File: src/verilog/efbp_pkg.sv
// Constants for the external flash bus port controller.
// Assumes a 100 MHz system clock driving all controller logic.
package efbp_pkg;
    localparam int EFBP_ADDR_W = 21;
    localparam int EFBP_DATA_W = 16;
    localparam int EFBP_CLK_MHZ = 100;
    // Bus phase times in ns
    localparam int EFBP_T_SETUP_NS = 40;
    localparam int EFBP_T_PULSE_NS = 70;
    localparam int EFBP_T_HOLD_NS = 20;
    localparam int EFBP_T_RST_NS = 100;
    localparam int EFBP_T_SETUP_CYC = (EFBP_T_SETUP_NS * EFBP_CLK_MHZ
        + 999) / 1000;
    localparam int EFBP_T_PULSE_CYC = (EFBP_T_PULSE_NS * EFBP_CLK_MHZ
        + 999) / 1000;
    localparam int EFBP_T_HOLD_CYC = (EFBP_T_HOLD_NS * EFBP_CLK_MHZ
        + 999) / 1000;
    localparam int EFBP_T_RST_CYC = (EFBP_T_RST_NS * EFBP_CLK_MHZ
        + 999) / 1000;
    localparam int EFBP_CNT_W = 8;
    // Density codes: number of unused top address bits
    localparam logic [1:0] EFBP_DENS_LARGE = 2'h1;
    localparam logic [1:0] EFBP_DENS_MID = 2'h2;
    localparam logic [1:0] EFBP_DENS_SMALL = 2'h3;
    typedef enum logic [6:0] {
        EFBP_IDLE = 7'h01,
        EFBP_SETUP = 7'h02,
        EFBP_PULSE = 7'h04,
        EFBP_HOLD = 7'h08,
        EFBP_RST = 7'h10,
        EFBP_DONE = 7'h20,
        EFBP_PARK = 7'h40
    } efbp_state_t;
endpackage

File: src/verilog/efbp_ctrl.sv
// External master for a configuration device's parallel flash bus.
// Assumes the device's configuration controller has been released or
// held in reset before own_bus is raised; pins sampled on clk.
`timescale 1ns/1ns
// Operation
// - Master drives data in command/write cycles
// - Release reset line when not using flash (released only in PARK; driven high in IDLE while the bus is owned)
// - Output enable low during reads enables drivers
// - Write strobe pulse; flash captures on rise
// - Word width fixed sixteen bits, full words
// - Access only after controller released bus
module efbp_ctrl
    import efbp_pkg::*;
#(
    parameter int ADDR_W = efbp_pkg::EFBP_ADDR_W,
    parameter int DATA_W = efbp_pkg::EFBP_DATA_W
) (
    input wire logic clk,
    input wire logic rst,
    input wire logic own_bus,
    input wire logic [1:0] density,
    input wire logic req_valid,
    output logic req_ready,
    input wire logic req_write,
    input wire logic req_reset,
    input wire logic [ADDR_W-1:0] req_addr,
    input wire logic [DATA_W-1:0] req_wdata,
    output logic rsp_valid,
    output logic [DATA_W-1:0] rsp_rdata,
    output logic flash_ready,
    output logic [ADDR_W-1:0] addr_o,
    output logic addr_oe,
    input wire logic [DATA_W-1:0] dq_i,
    output logic [DATA_W-1:0] dq_o,
    output logic dq_oe,
    output logic chip_sel_n_o,
    output logic out_en_n_o,
    output logic wr_strobe_n_o,
    output logic ctrl_oe,
    output logic reset_power_down_n_o,
    output logic reset_power_down_n_oe,
    input wire logic ready_busy_n_i
);
    import efbp_pkg::*;

    efbp_state_t state_reg;
    efbp_state_t state_next;
    logic write_reg;
    logic load;
    logic [EFBP_CNT_W-1:0] load_cnt;
    logic expired;
    logic taking;
    logic read_end;

    // Clear address bits the chosen density does not decode
    function automatic logic [ADDR_W-1:0] mask_addr(
        input logic [ADDR_W-1:0] a,
        input logic [1:0] d);
        logic [ADDR_W-1:0] m;
        m = '1;
        m = m >> d;
        return a & m;
    endfunction

    // Select low through setup, pulse and hold
    function automatic logic in_access(input efbp_state_t s);
        return (s == EFBP_SETUP) || (s == EFBP_PULSE) || (s == EFBP_HOLD);
    endfunction

    // Each phase lasts its count plus one cycle, giving margin
    efbp_timer #(.CNT_W(EFBP_CNT_W)) u_timer (
        .clk(clk),
        .rst(rst),
        .load(load),
        .count(load_cnt),
        .expired(expired)
    );

    // A request is taken only in IDLE while the bus is ours
    assign taking = (state_reg == EFBP_IDLE) && req_valid && own_bus;
    // Last cycle of a read pulse, enable still low at this edge
    assign read_end = (state_reg == EFBP_PULSE) && expired && !write_reg;

    always_comb begin
        state_next = state_reg;
        load = 1'b0;
        load_cnt = '0;
        case (state_reg)
            EFBP_PARK: begin
                if (own_bus) begin
                    state_next = EFBP_IDLE;
                end
            end
            EFBP_IDLE: begin
                // Reset request wins over a write
                if (!own_bus) begin
                    state_next = EFBP_PARK;
                end else if (req_valid && req_reset) begin
                    state_next = EFBP_RST;
                    load = 1'b1;
                    load_cnt = EFBP_CNT_W'(EFBP_T_RST_CYC);
                end else if (req_valid) begin
                    state_next = EFBP_SETUP;
                    load = 1'b1;
                    load_cnt = EFBP_CNT_W'(EFBP_T_SETUP_CYC);
                end
            end
            EFBP_SETUP: begin
                if (expired) begin
                    state_next = EFBP_PULSE;
                    load = 1'b1;
                    load_cnt = EFBP_CNT_W'(EFBP_T_PULSE_CYC);
                end
            end
            EFBP_PULSE: begin
                if (expired) begin
                    state_next = EFBP_HOLD;
                    load = 1'b1;
                    load_cnt = EFBP_CNT_W'(EFBP_T_HOLD_CYC);
                end
            end
            EFBP_HOLD: begin
                if (expired) begin
                    state_next = EFBP_DONE;
                end
            end
            EFBP_RST: begin
                if (expired) begin
                    state_next = EFBP_DONE;
                end
            end
            EFBP_DONE: begin
                // One spare cycle keeps strobe edges of accesses apart
                state_next = EFBP_IDLE;
            end
            default: begin
                state_next = EFBP_PARK;
            end
        endcase
    end

    // Park after reset: nothing driven until own_bus rises
    always_ff @(posedge clk or posedge rst) begin
        if (rst) begin
            state_reg <= EFBP_PARK;
        end else begin
            state_reg <= state_next;
        end
    end

    // Request capture; address and data stay put through hold
    always_ff @(posedge clk or posedge rst) begin
        if (rst) begin
            write_reg <= 1'b0;
            addr_o <= '0;
            dq_o <= '0;
        end else if (taking) begin
            // Masked once here with the density at capture; after a density change the pins keep the old top bits until the next request
            write_reg <= req_write && !req_reset;
            addr_o <= mask_addr(req_addr, density);
            dq_o <= req_wdata;
        end
    end

    // Read data sampled at end of the enable pulse, before release
    always_ff @(posedge clk or posedge rst) begin
        if (rst) begin
            rsp_rdata <= '0;
        end else if (read_end) begin
            rsp_rdata <= dq_i;
        end
    end

    // Completion pulse coincides with the DONE state
    always_ff @(posedge clk or posedge rst) begin
        if (rst) begin
            rsp_valid <= 1'b0;
        end else begin
            rsp_valid <= (state_next == EFBP_DONE);
        end
    end

    // Strobes and enables; all registered to avoid glitches on pins
    always_ff @(posedge clk or posedge rst) begin
        if (rst) begin
            // Deselected and released; board pull-ups hold the levels
            chip_sel_n_o <= 1'b1;
            out_en_n_o <= 1'b1;
            wr_strobe_n_o <= 1'b1;
            ctrl_oe <= 1'b0;
            addr_oe <= 1'b0;
            dq_oe <= 1'b0;
            reset_power_down_n_o <= 1'b1;
            reset_power_down_n_oe <= 1'b0;
            flash_ready <= 1'b0;
        end else begin
            // Undriven in PARK, entered from IDLE once own_bus is low
            ctrl_oe <= (state_next != EFBP_PARK);
            addr_oe <= (state_next != EFBP_PARK);
            // Drive reset line while owned, high except in RST; release otherwise
            reset_power_down_n_oe <= (state_next != EFBP_PARK);
            // Reset op keeps select high, so no access overlaps it
            reset_power_down_n_o <= (state_next != EFBP_RST);
            chip_sel_n_o <= !in_access(state_next);
            // Write pulse; rising edge at pulse end latches
            wr_strobe_n_o <= !(state_next == EFBP_PULSE && write_reg);
            // Read enable
            out_en_n_o <= !((state_next == EFBP_PULSE) && !write_reg);
            // Data driven only on writes, through hold
            // At the taking edge write_reg still holds the last access
            dq_oe <= (taking ? req_write : write_reg) && in_access(state_next);
            // Open-drain output, high when ready
            flash_ready <= ready_busy_n_i;
        end
    end

    // Write protect is never an output of this block
    // Combinational so a request is taken on the first IDLE edge
    assign req_ready = (state_reg == EFBP_IDLE) && own_bus;
endmodule // efbp_ctrl

File: src/verilog/efbp_timer.sv
// Down counter timing each bus phase.
// Assumes load and the count come from the controller state machine.
`timescale 1ns/1ns
module efbp_timer #(
    parameter int CNT_W = 8
) (
    input wire logic clk,
    input wire logic rst,
    input wire logic load,
    input wire logic [CNT_W-1:0] count,
    output logic expired
);
    logic [CNT_W-1:0] cnt_reg;

    always_ff @(posedge clk or posedge rst) begin
        if (rst) begin
            cnt_reg <= '0;
        end else if (load) begin
            cnt_reg <= count;
        end else if (cnt_reg != '0) begin
            cnt_reg <= cnt_reg - 1'b1;
        end
    end

    // Not gated by load: load is itself decoded from expired
    assign expired = (cnt_reg == '0);
endmodule // efbp_timer
File: config.mk
export PLATFORM = sky130hd
export DESIGN_NAME = efbp_ctrl
export DESIGN_NICKNAME = d
export VERILOG_FILES = /design/src/verilog/efbp_pkg.sv /design/src/verilog/efbp_ctrl.sv /design/src/verilog/efbp_timer.sv
export SDC_FILE = /design/constraint.sdc
export NUM_CORES = 1
export LEC_CHECK = 0
export BUFFER_PORTS_ARGS = -buffer_cell sky130_fd_sc_hd__buf_2
export CORE_MARGIN = 4
export CORE_UTILIZATION = 35
export CTS_CLUSTER_SIZE = 25
export DETAILED_ROUTE_END_ITERATION = 8
export PLACE_DENSITY = 0.58
export SETUP_SLACK_MARGIN = 0.3
export SYNTH_ARGS = -nofsm -noshare
export SYNTH_HDL_FRONTEND = slang
export SYNTH_SLANG_ARGS = --single-unit
File: constraint.sdc
create_clock -name clk -period 3.09 [get_ports clk]
set_input_delay 0.309 -clock clk [delete_from_list [all_inputs] [get_ports clk]]
set_output_delay 0.309 -clock clk [all_outputs]
set_load 0.005 [all_outputs]
==> impl_results.md, run 1 <==
* Area contributors post-synth: dfrtp_1 (53%), nand2_1 (13%), dfstp_2 (3.9%), mux2_1 (3.3%), mux2_2 (2.0%)
* Via count at 2,657
* Die W at 106 microns
* Endpoint with the worst hold slack: flash_ready
* Final wirelength at 7.87 mm
* Fin area at about 4300 sq um
* Vias in the first global route at ~2.7k
* Cells after Synth at between 300 and 400
* Initial antenna violation count at 0
* Bufs on Longest Clock Path at 2
* Static leakage at 0.00234 uW
* Routability congestion estimate at 0.752
* TritonCTS clock tree: done
* Clk_lat worst skew at approximately 340 ps
* Worst Setup Start Kind: register
* Critical path type: register to register
* Mapped cell area at 3370 sq um
* Pin count of the biggest net entering global routing at 29
* Biggest regs: addr_o: 21 flops, dq_o: 16 flops, rsp_rdata: 16 flops
* Final worst slack at roughly 600 ps
* WP data required at around 3300 ps
* Worst r2r src: u_timer.cnt_reg[0]
* Commonest non-fill, non-tap cell in the layout: buf_2
* Final hold vios at 0
* Most used flip-flop cell after synthesis: dfrtp_1
* Actual slew at the worst max-slew pin at ~750 ps
* H-tree depth at 3
* Synth async-reset ratio at 100%
* Effective utilization at floorplan at between 30% and 40%
* Status: completed
* Area Overhead vs Synth at 27.7%
* First-pass GRT wire length at roughly 13 mm
* Post-CTS Setup Bufs at 0
* Fmax at approximately 0.40 GHz
* Critical path capture point type: register
* Max FO, Critical Path at 16
* Post-synth EDFFs at 0
* Fill cells at 926
* Syn_area_per_cell at 10.3 sq um
* Hold depth at 1
* CTS Buf Count at 9
* Worst Hold Launch: ready_busy_n_i
* Placed Instance Area at between 4000 and 5000 sq um
* I/O pin count at about 130
* Ant. Diodes at 0
* Max Slew Vio Count at 0
* Drt drc at 0
* TNS Setup at 0 ps
* Total core area at 9280 sq um
* Seq/Total Area, Yosys at between 50% and 60%
* Netlist cell types at 54
* Synthesized flop and latch total at just under 80
* RSZ-0062 raised after global routing: no
* GRT Total Usage at 14.3%
* Power density cells at ~750 nW/um^2
* Final Power at about 3200 uW
* Fin crit period at 2490 ps
* Worst-path clk slew at about 80 ps
* R2r worst-path depth at 6
* IO Port Bufs at approximately 130
* ANT nets after route at 0
* Syn. warnings at 0
* Ratio of cells with drive above 1 in the final layout at approximately 37%
* Commonest non-fill, non-tap cells in the layout: buf_2 (125), nand2_1 (121), dfrtp_1 (72)
* GRT overflow at 0
* # setup viols final at 0
* Nets at 515
* Worst R2R Setup Slack at roughly 600 ps
* Worst VDD drop at about 0.00032 V
* Reg-to-reg critical path endpoint: rsp_rdata[9]
* Syn Nets at ~390
* Skew final at between 8 and 9 ps
* Largest register FFs at 21
* Hold Path Class: primary input to register
* Max-slew headroom at 49.7%
* TritonRoute pass-1 iters at 4
* Max Cap Viol at 0
* PostCTS Resize Cnt at 0
* Largest Register: addr_o
* CTS Root Cell: clkbuf_8
* Fin crit share at roughly four fifths
* CTS sink cnt at a little under 80
* Synth area leader: dfrtp_1
* Final core occ at between 40 and 50%
* Data arrival, critical path at between 2000 and 3000 ps
* Drt wl/cell at 13.4 microns
* Initial DRC count at 83
* Via/cell ratio at about 4.5
* Total die area at around 11,000 sq um
* Pre-CTS setup slack at 594 ps
* Synth top area share at a little over half
* Post-CTS Hold Buffers at 1
* Row cnt at 35
* Die Y at 106 microns
* DP HPWL at 5.86 mm
final cells by class:
cell class / instances / area [sq um] / area share [%]
flip-flops and latches: 77 / 1930 / 44.9
multi-input cells: 228 / 1290 / 29.9
repair buffers: 132 / 681 / 15.8
well taps: 129 / 161 / 3.75
clock buffers: 10 / 138 / 3.20
clock inverters: 6 / 86.3 / 2.01
inverters: 4 / 16.3 / 0.378
how the worst max path moves through the flow:
stage                             startpoint  cells past startpoint            end
after global placement    u_timer.cnt_reg[0]                      6   rsp_rdata[9]
final                     u_timer.cnt_reg[0]                      6   rsp_rdata[9]
after CTS                 u_timer.cnt_reg[0]                      6   rsp_rdata[9]
after floorplan                          rst                      1      addr_o[0]
after global routing      u_timer.cnt_reg[0]                      6   rsp_rdata[9]
after detailed placement  u_timer.cnt_reg[0]                      6  rsp_rdata[10]
cells in the mapped netlist (2+ instances only):
cell type / n
xnor2_1: 2
mux2_1: 10
buf_4: 6
mux2i_1: 2
a21oi_1: 5
xor2_1: 3
o21ai_0: 7
buf_6: 3
dfrtp_1: 72
and2_1: 2
nor3_4: 2
nand2_1: 121
nor3b_1: 2
o211ai_1: 2
nor4b_1: 2
nor2_1: 12
dfstp_2: 5
a211oi_1: 3
nand3_1: 3
buf_2: 4
nor3_1: 7
o21a_1: 2
mux2_2: 6
a21boi_0: 2
inv_1: 4
clkbuf_1: 5
nand2b_1: 5
or3_1: 3
metal layers:
| metal | vias up | GRT usage (%) | routed length, microns |
|---|---|---|---|
| met5 | - | 0 | 0 |
| met4 | 0 | 4.72 | 108 |
| met3 | 12 | 4.19 | 600 |
| met1 | 1219 | 20.1 | 3810 |
| li1 | 1331 | - | - |
| met2 | 95 | 21.3 | 3350 |
where the power goes:
group          switching, uW  internal, uW  leakage (uW)  total, uW
logic                    443           431       0.00123        874
clock network            369           475      0.000112        845
registers                219          1310      0.000994       1520
total                   1030          2210       0.00234       3240
worst max-delay path: stages, from the launching register on:
cell and delay (ps):
dfrtp_1 420, inv_1 70, ha_1 200, nor4b_4 270, nand2_1 320, nor3_4 670, mux2_2 410
metrics by stage:
step	hold slack, ps	instances
finish	72.6	586
global route	47.6	586
CTS	56.0	586
detailed placement	329	569
global placement	326	569
floorplan	340	328
kinds of logic (layout without fill, tap and decap cells):
logic type      count (synthesis)  after routing  synth area share (%)
compound gates                 34             34                  6.94
buf+inv                        23            152                  4.38
flops                          77             77                  57.4
fa+ha+maj                       1              1                 0.371
simple gates                  170            170                  23.7
xor+xnor                        5              5                  1.30
mux                            18             18                  5.94
No activity file was read; power rests on OpenSTA's default activity.
==> run 2, diff against run 1 <==
- ABC_AREA: default -> 1
- PLACE_DENSITY: 0.58 -> 0.6
- clock period: 3.09 -> 2.05 ns (I/O delays scaled with it)
==> impl_results.md, run 2 <==
* Area contributors post-synth: dfrtp_1 (53%), nand2_1 (18%), inv_1 (4.9%), dfstp_2 (3.9%), nand3_1 (2.5%)
* IO Port Bufs at about 130
* Crit-path cells: nor2_4 > nand3_2 > nor2_4 > inv_1 > nor2_2 > buf_2
* Commonest non-fill, non-tap cells in the layout: nand2_1 (161), buf_2 (125), dfrtp_1 (71)
* Area Overhead vs Synth at 28.6%
* Effective utilization at floorplan at about 36%
* Syn. warnings at 0
* Data arrival, critical path at 1480 ps
* Synth top area share at 53.2%
* Netlist cell types at 29
* Cells after Synth at 400
* Drt drc at 0
* Largest register FFs at 21
* Synthesized flop and latch total at 77
* RSZ-0062 raised after global routing: yes
* DP HPWL at 5.88 mm
* Worst VDD drop at 0.000397 V
* Final worst slack at about 370 ps
* Actual slew at the worst max-slew pin at approximately 600 ps
* Nets at approximately 600
* TritonRoute pass-1 iters at 4
* Buf/Inv on CP at 2
* Max-slew headroom at between 60 and 70%
* Mapped cell area at 3390 sq um
* Ant. Diodes at 0
* WP data required at about 1900 ps
* Max Slew Vio Count at 0
* Bufs on Longest Clock Path at 2
* Clk_lat worst skew at roughly 340 ps
* Total core area at about 9300 sq um
* Critical path capture point type: output port
* TritonCTS clock tree: done
* Crit path largest cell delay at between 400 and 500 ps
* Largest Register: addr_o
* CTS sink cnt at between 70 and 80
* Ratio of cells with drive above 1 in the final layout at roughly 33%
* Routability congestion estimate at between 0.8 and 0.9
* I/O pin count at between 100 and 150
* GRT overflow at 0
* Syn_area_per_cell at 8.47 sq um
* Final wirelength at 7.81 mm
* Row cnt at 35
* Total die area at 11,300 sq um
* GRT Total Usage at between 10% and 20%
* Status: completed
* Fill cells at 948
* First-pass GRT wire length at 13.1 mm
* ANT nets after route at 0
* TNS Setup at 0 ps
* Most frequent cell on the critical path: nor2_4
* List of most frequent post-synthesis cells: nand2_1 (161), dfrtp_1 (72), inv_1 (44), nor2_1 (21)
* Final hold vios at 0
* Power density cells at approximately 1100 nW/um^2
* Most used flip-flop cell after synthesis: dfrtp_1
* Initial antenna violation count at 0
* Initial DRC count at 149
* # setup viols final at 0
* Fin crit period at about 1700 ps
* Post-synth EDFFs at 0
* Vias in the first global route at around 2.9k
* Critical-path top delay cell: dfrtp_2
* Worst Setup Start Kind: register
* Pin count of the biggest net entering global routing at 48
* Most frequent cell after synthesis: nand2_1
* Max FO, Critical Path at 5
* H-tree depth at 3
* Via/cell ratio at ~4.3
* Biggest regs: addr_o: 21 flops, dq_o: 16 flops, rsp_rdata: 16 flops
* Max Cap Viol at 0
* Fin crit share at 82.1%
* Critical path's top delay family: simple AND/OR/NAND/NOR gates
* CTS Buf Count at 9
* Die W at approximately 110 microns
* Die Y at 106 microns
* Synth async-reset ratio at between 90% and 100%
* Syn Nets at 463
* Seq/Total Area, Yosys at 57.0%
* Final Non-Filler Cells at 667
* Hold Path Class: primary input to register
* Fmax at 0.594 GHz
* Static leakage at between 0.002 and 0.0025 uW
* Worst-path clk slew at about 80 ps
* Skew final at ~11 ps
* Synth area leader: dfrtp_1
* Via count at between 2k and 3k
* Pre-CTS setup slack at about 310 ps
* Commonest non-fill, non-tap cell in the layout: nand2_1
* Drt wl/cell at ~12 microns
* Placed insts at 649
* CTS Root Cell: clkbuf_8
* Critical path type: register to output port
* Post-CTS Setup Bufs at 0
-- run 2: per-layer routing --
metal / vias up / share of wire (%) / global-route usage (%)
li1: 1489 / - / -
met1: 1270 / 44 / 18.2
met2: 89 / 46 / 22.9
met3: 14 / 7.5 / 4.13
met4: 0 / 1.7 / 5.84
met5: - / 0 / 0
-- run 2: layout make-up --
| class | instances | area [sq um] | area share, % |
|---|---|---|---|
| well taps | 129 | 161 | 3.70 |
| inverters | 48 | 184 | 4.22 |
| flip-flops and latches | 77 | 1930 | 44.4 |
| multi-input cells | 261 | 1170 | 26.8 |
| clock inverters | 5 | 58.8 | 1.35 |
| clock buffers | 11 | 131 | 3.01 |
| repair buffers | 136 | 721 | 16.5 |
-- run 2: path summary, 6_finish.rpt --
path,endpoint,slack (ps),startpoint,depth (start not counted)
worst max-delay path,req_ready,370,state_reg[2],6
max in group asynchronous,state_reg[2],1000,rst,4
worst max register to register,u_timer.cnt_reg[0],430,u_timer.cnt_reg[0],10
worst min register to register,dq_o[14],480,dq_o[14],2
worst min-delay path,addr_o[2],50,req_addr[2],3
min in group asynchronous,flash_ready,260,rst,3
-- run 2: through the flow --
stage	total power, uW	hold slack (ps)	utilization [%]	instance area [sq um]
6_report	4900	52.9	46.7	4360
5_1_grt	5330	39.5	46.7	4360
4_1_cts	4970	35.2	46.5	4340
3_5_place_dp	3820	81.7	44.2	4130
3_3_place_gp	3790	77.6	44.2	4130
2_1_floorplan	3200	236	-	3390
-- run 2: tightest hold or removal path, cell delays in order --
cell and delay (ps):
buf_2 70, nand2_1 40, nand2_1 40
-- run 2: kinds of logic (layout without fill, tap and decap cells) --
group                      Yosys count  after routing  synth area share [%]
and+or+nand+nor                    220            220                  27.0
DFF                                 77             77                  57.0
buffers and inverters               62            200                  8.90
AOI/OAI and AO/OA                   37             37                  5.94
xor gates and xnor gates             3              3                 0.775
adders and majority gates            1              1                 0.369
-- run 2: power by group --
part	switching (uW)	total, uW	internal (uW)
Combinational	847	1540	696
Clock	549	1120	566
Sequential	258	2240	1980
Total	1660	4900	3250
-- run 2: repair_timing --
action / in CTS / in global routing
setup endpoints to repair: 13 / 49
pin swaps: 0 / 1
endpoints found under the hold margin: 31 / 0
gates resized for setup: 1 / 6
hold buffers: 2 / 0
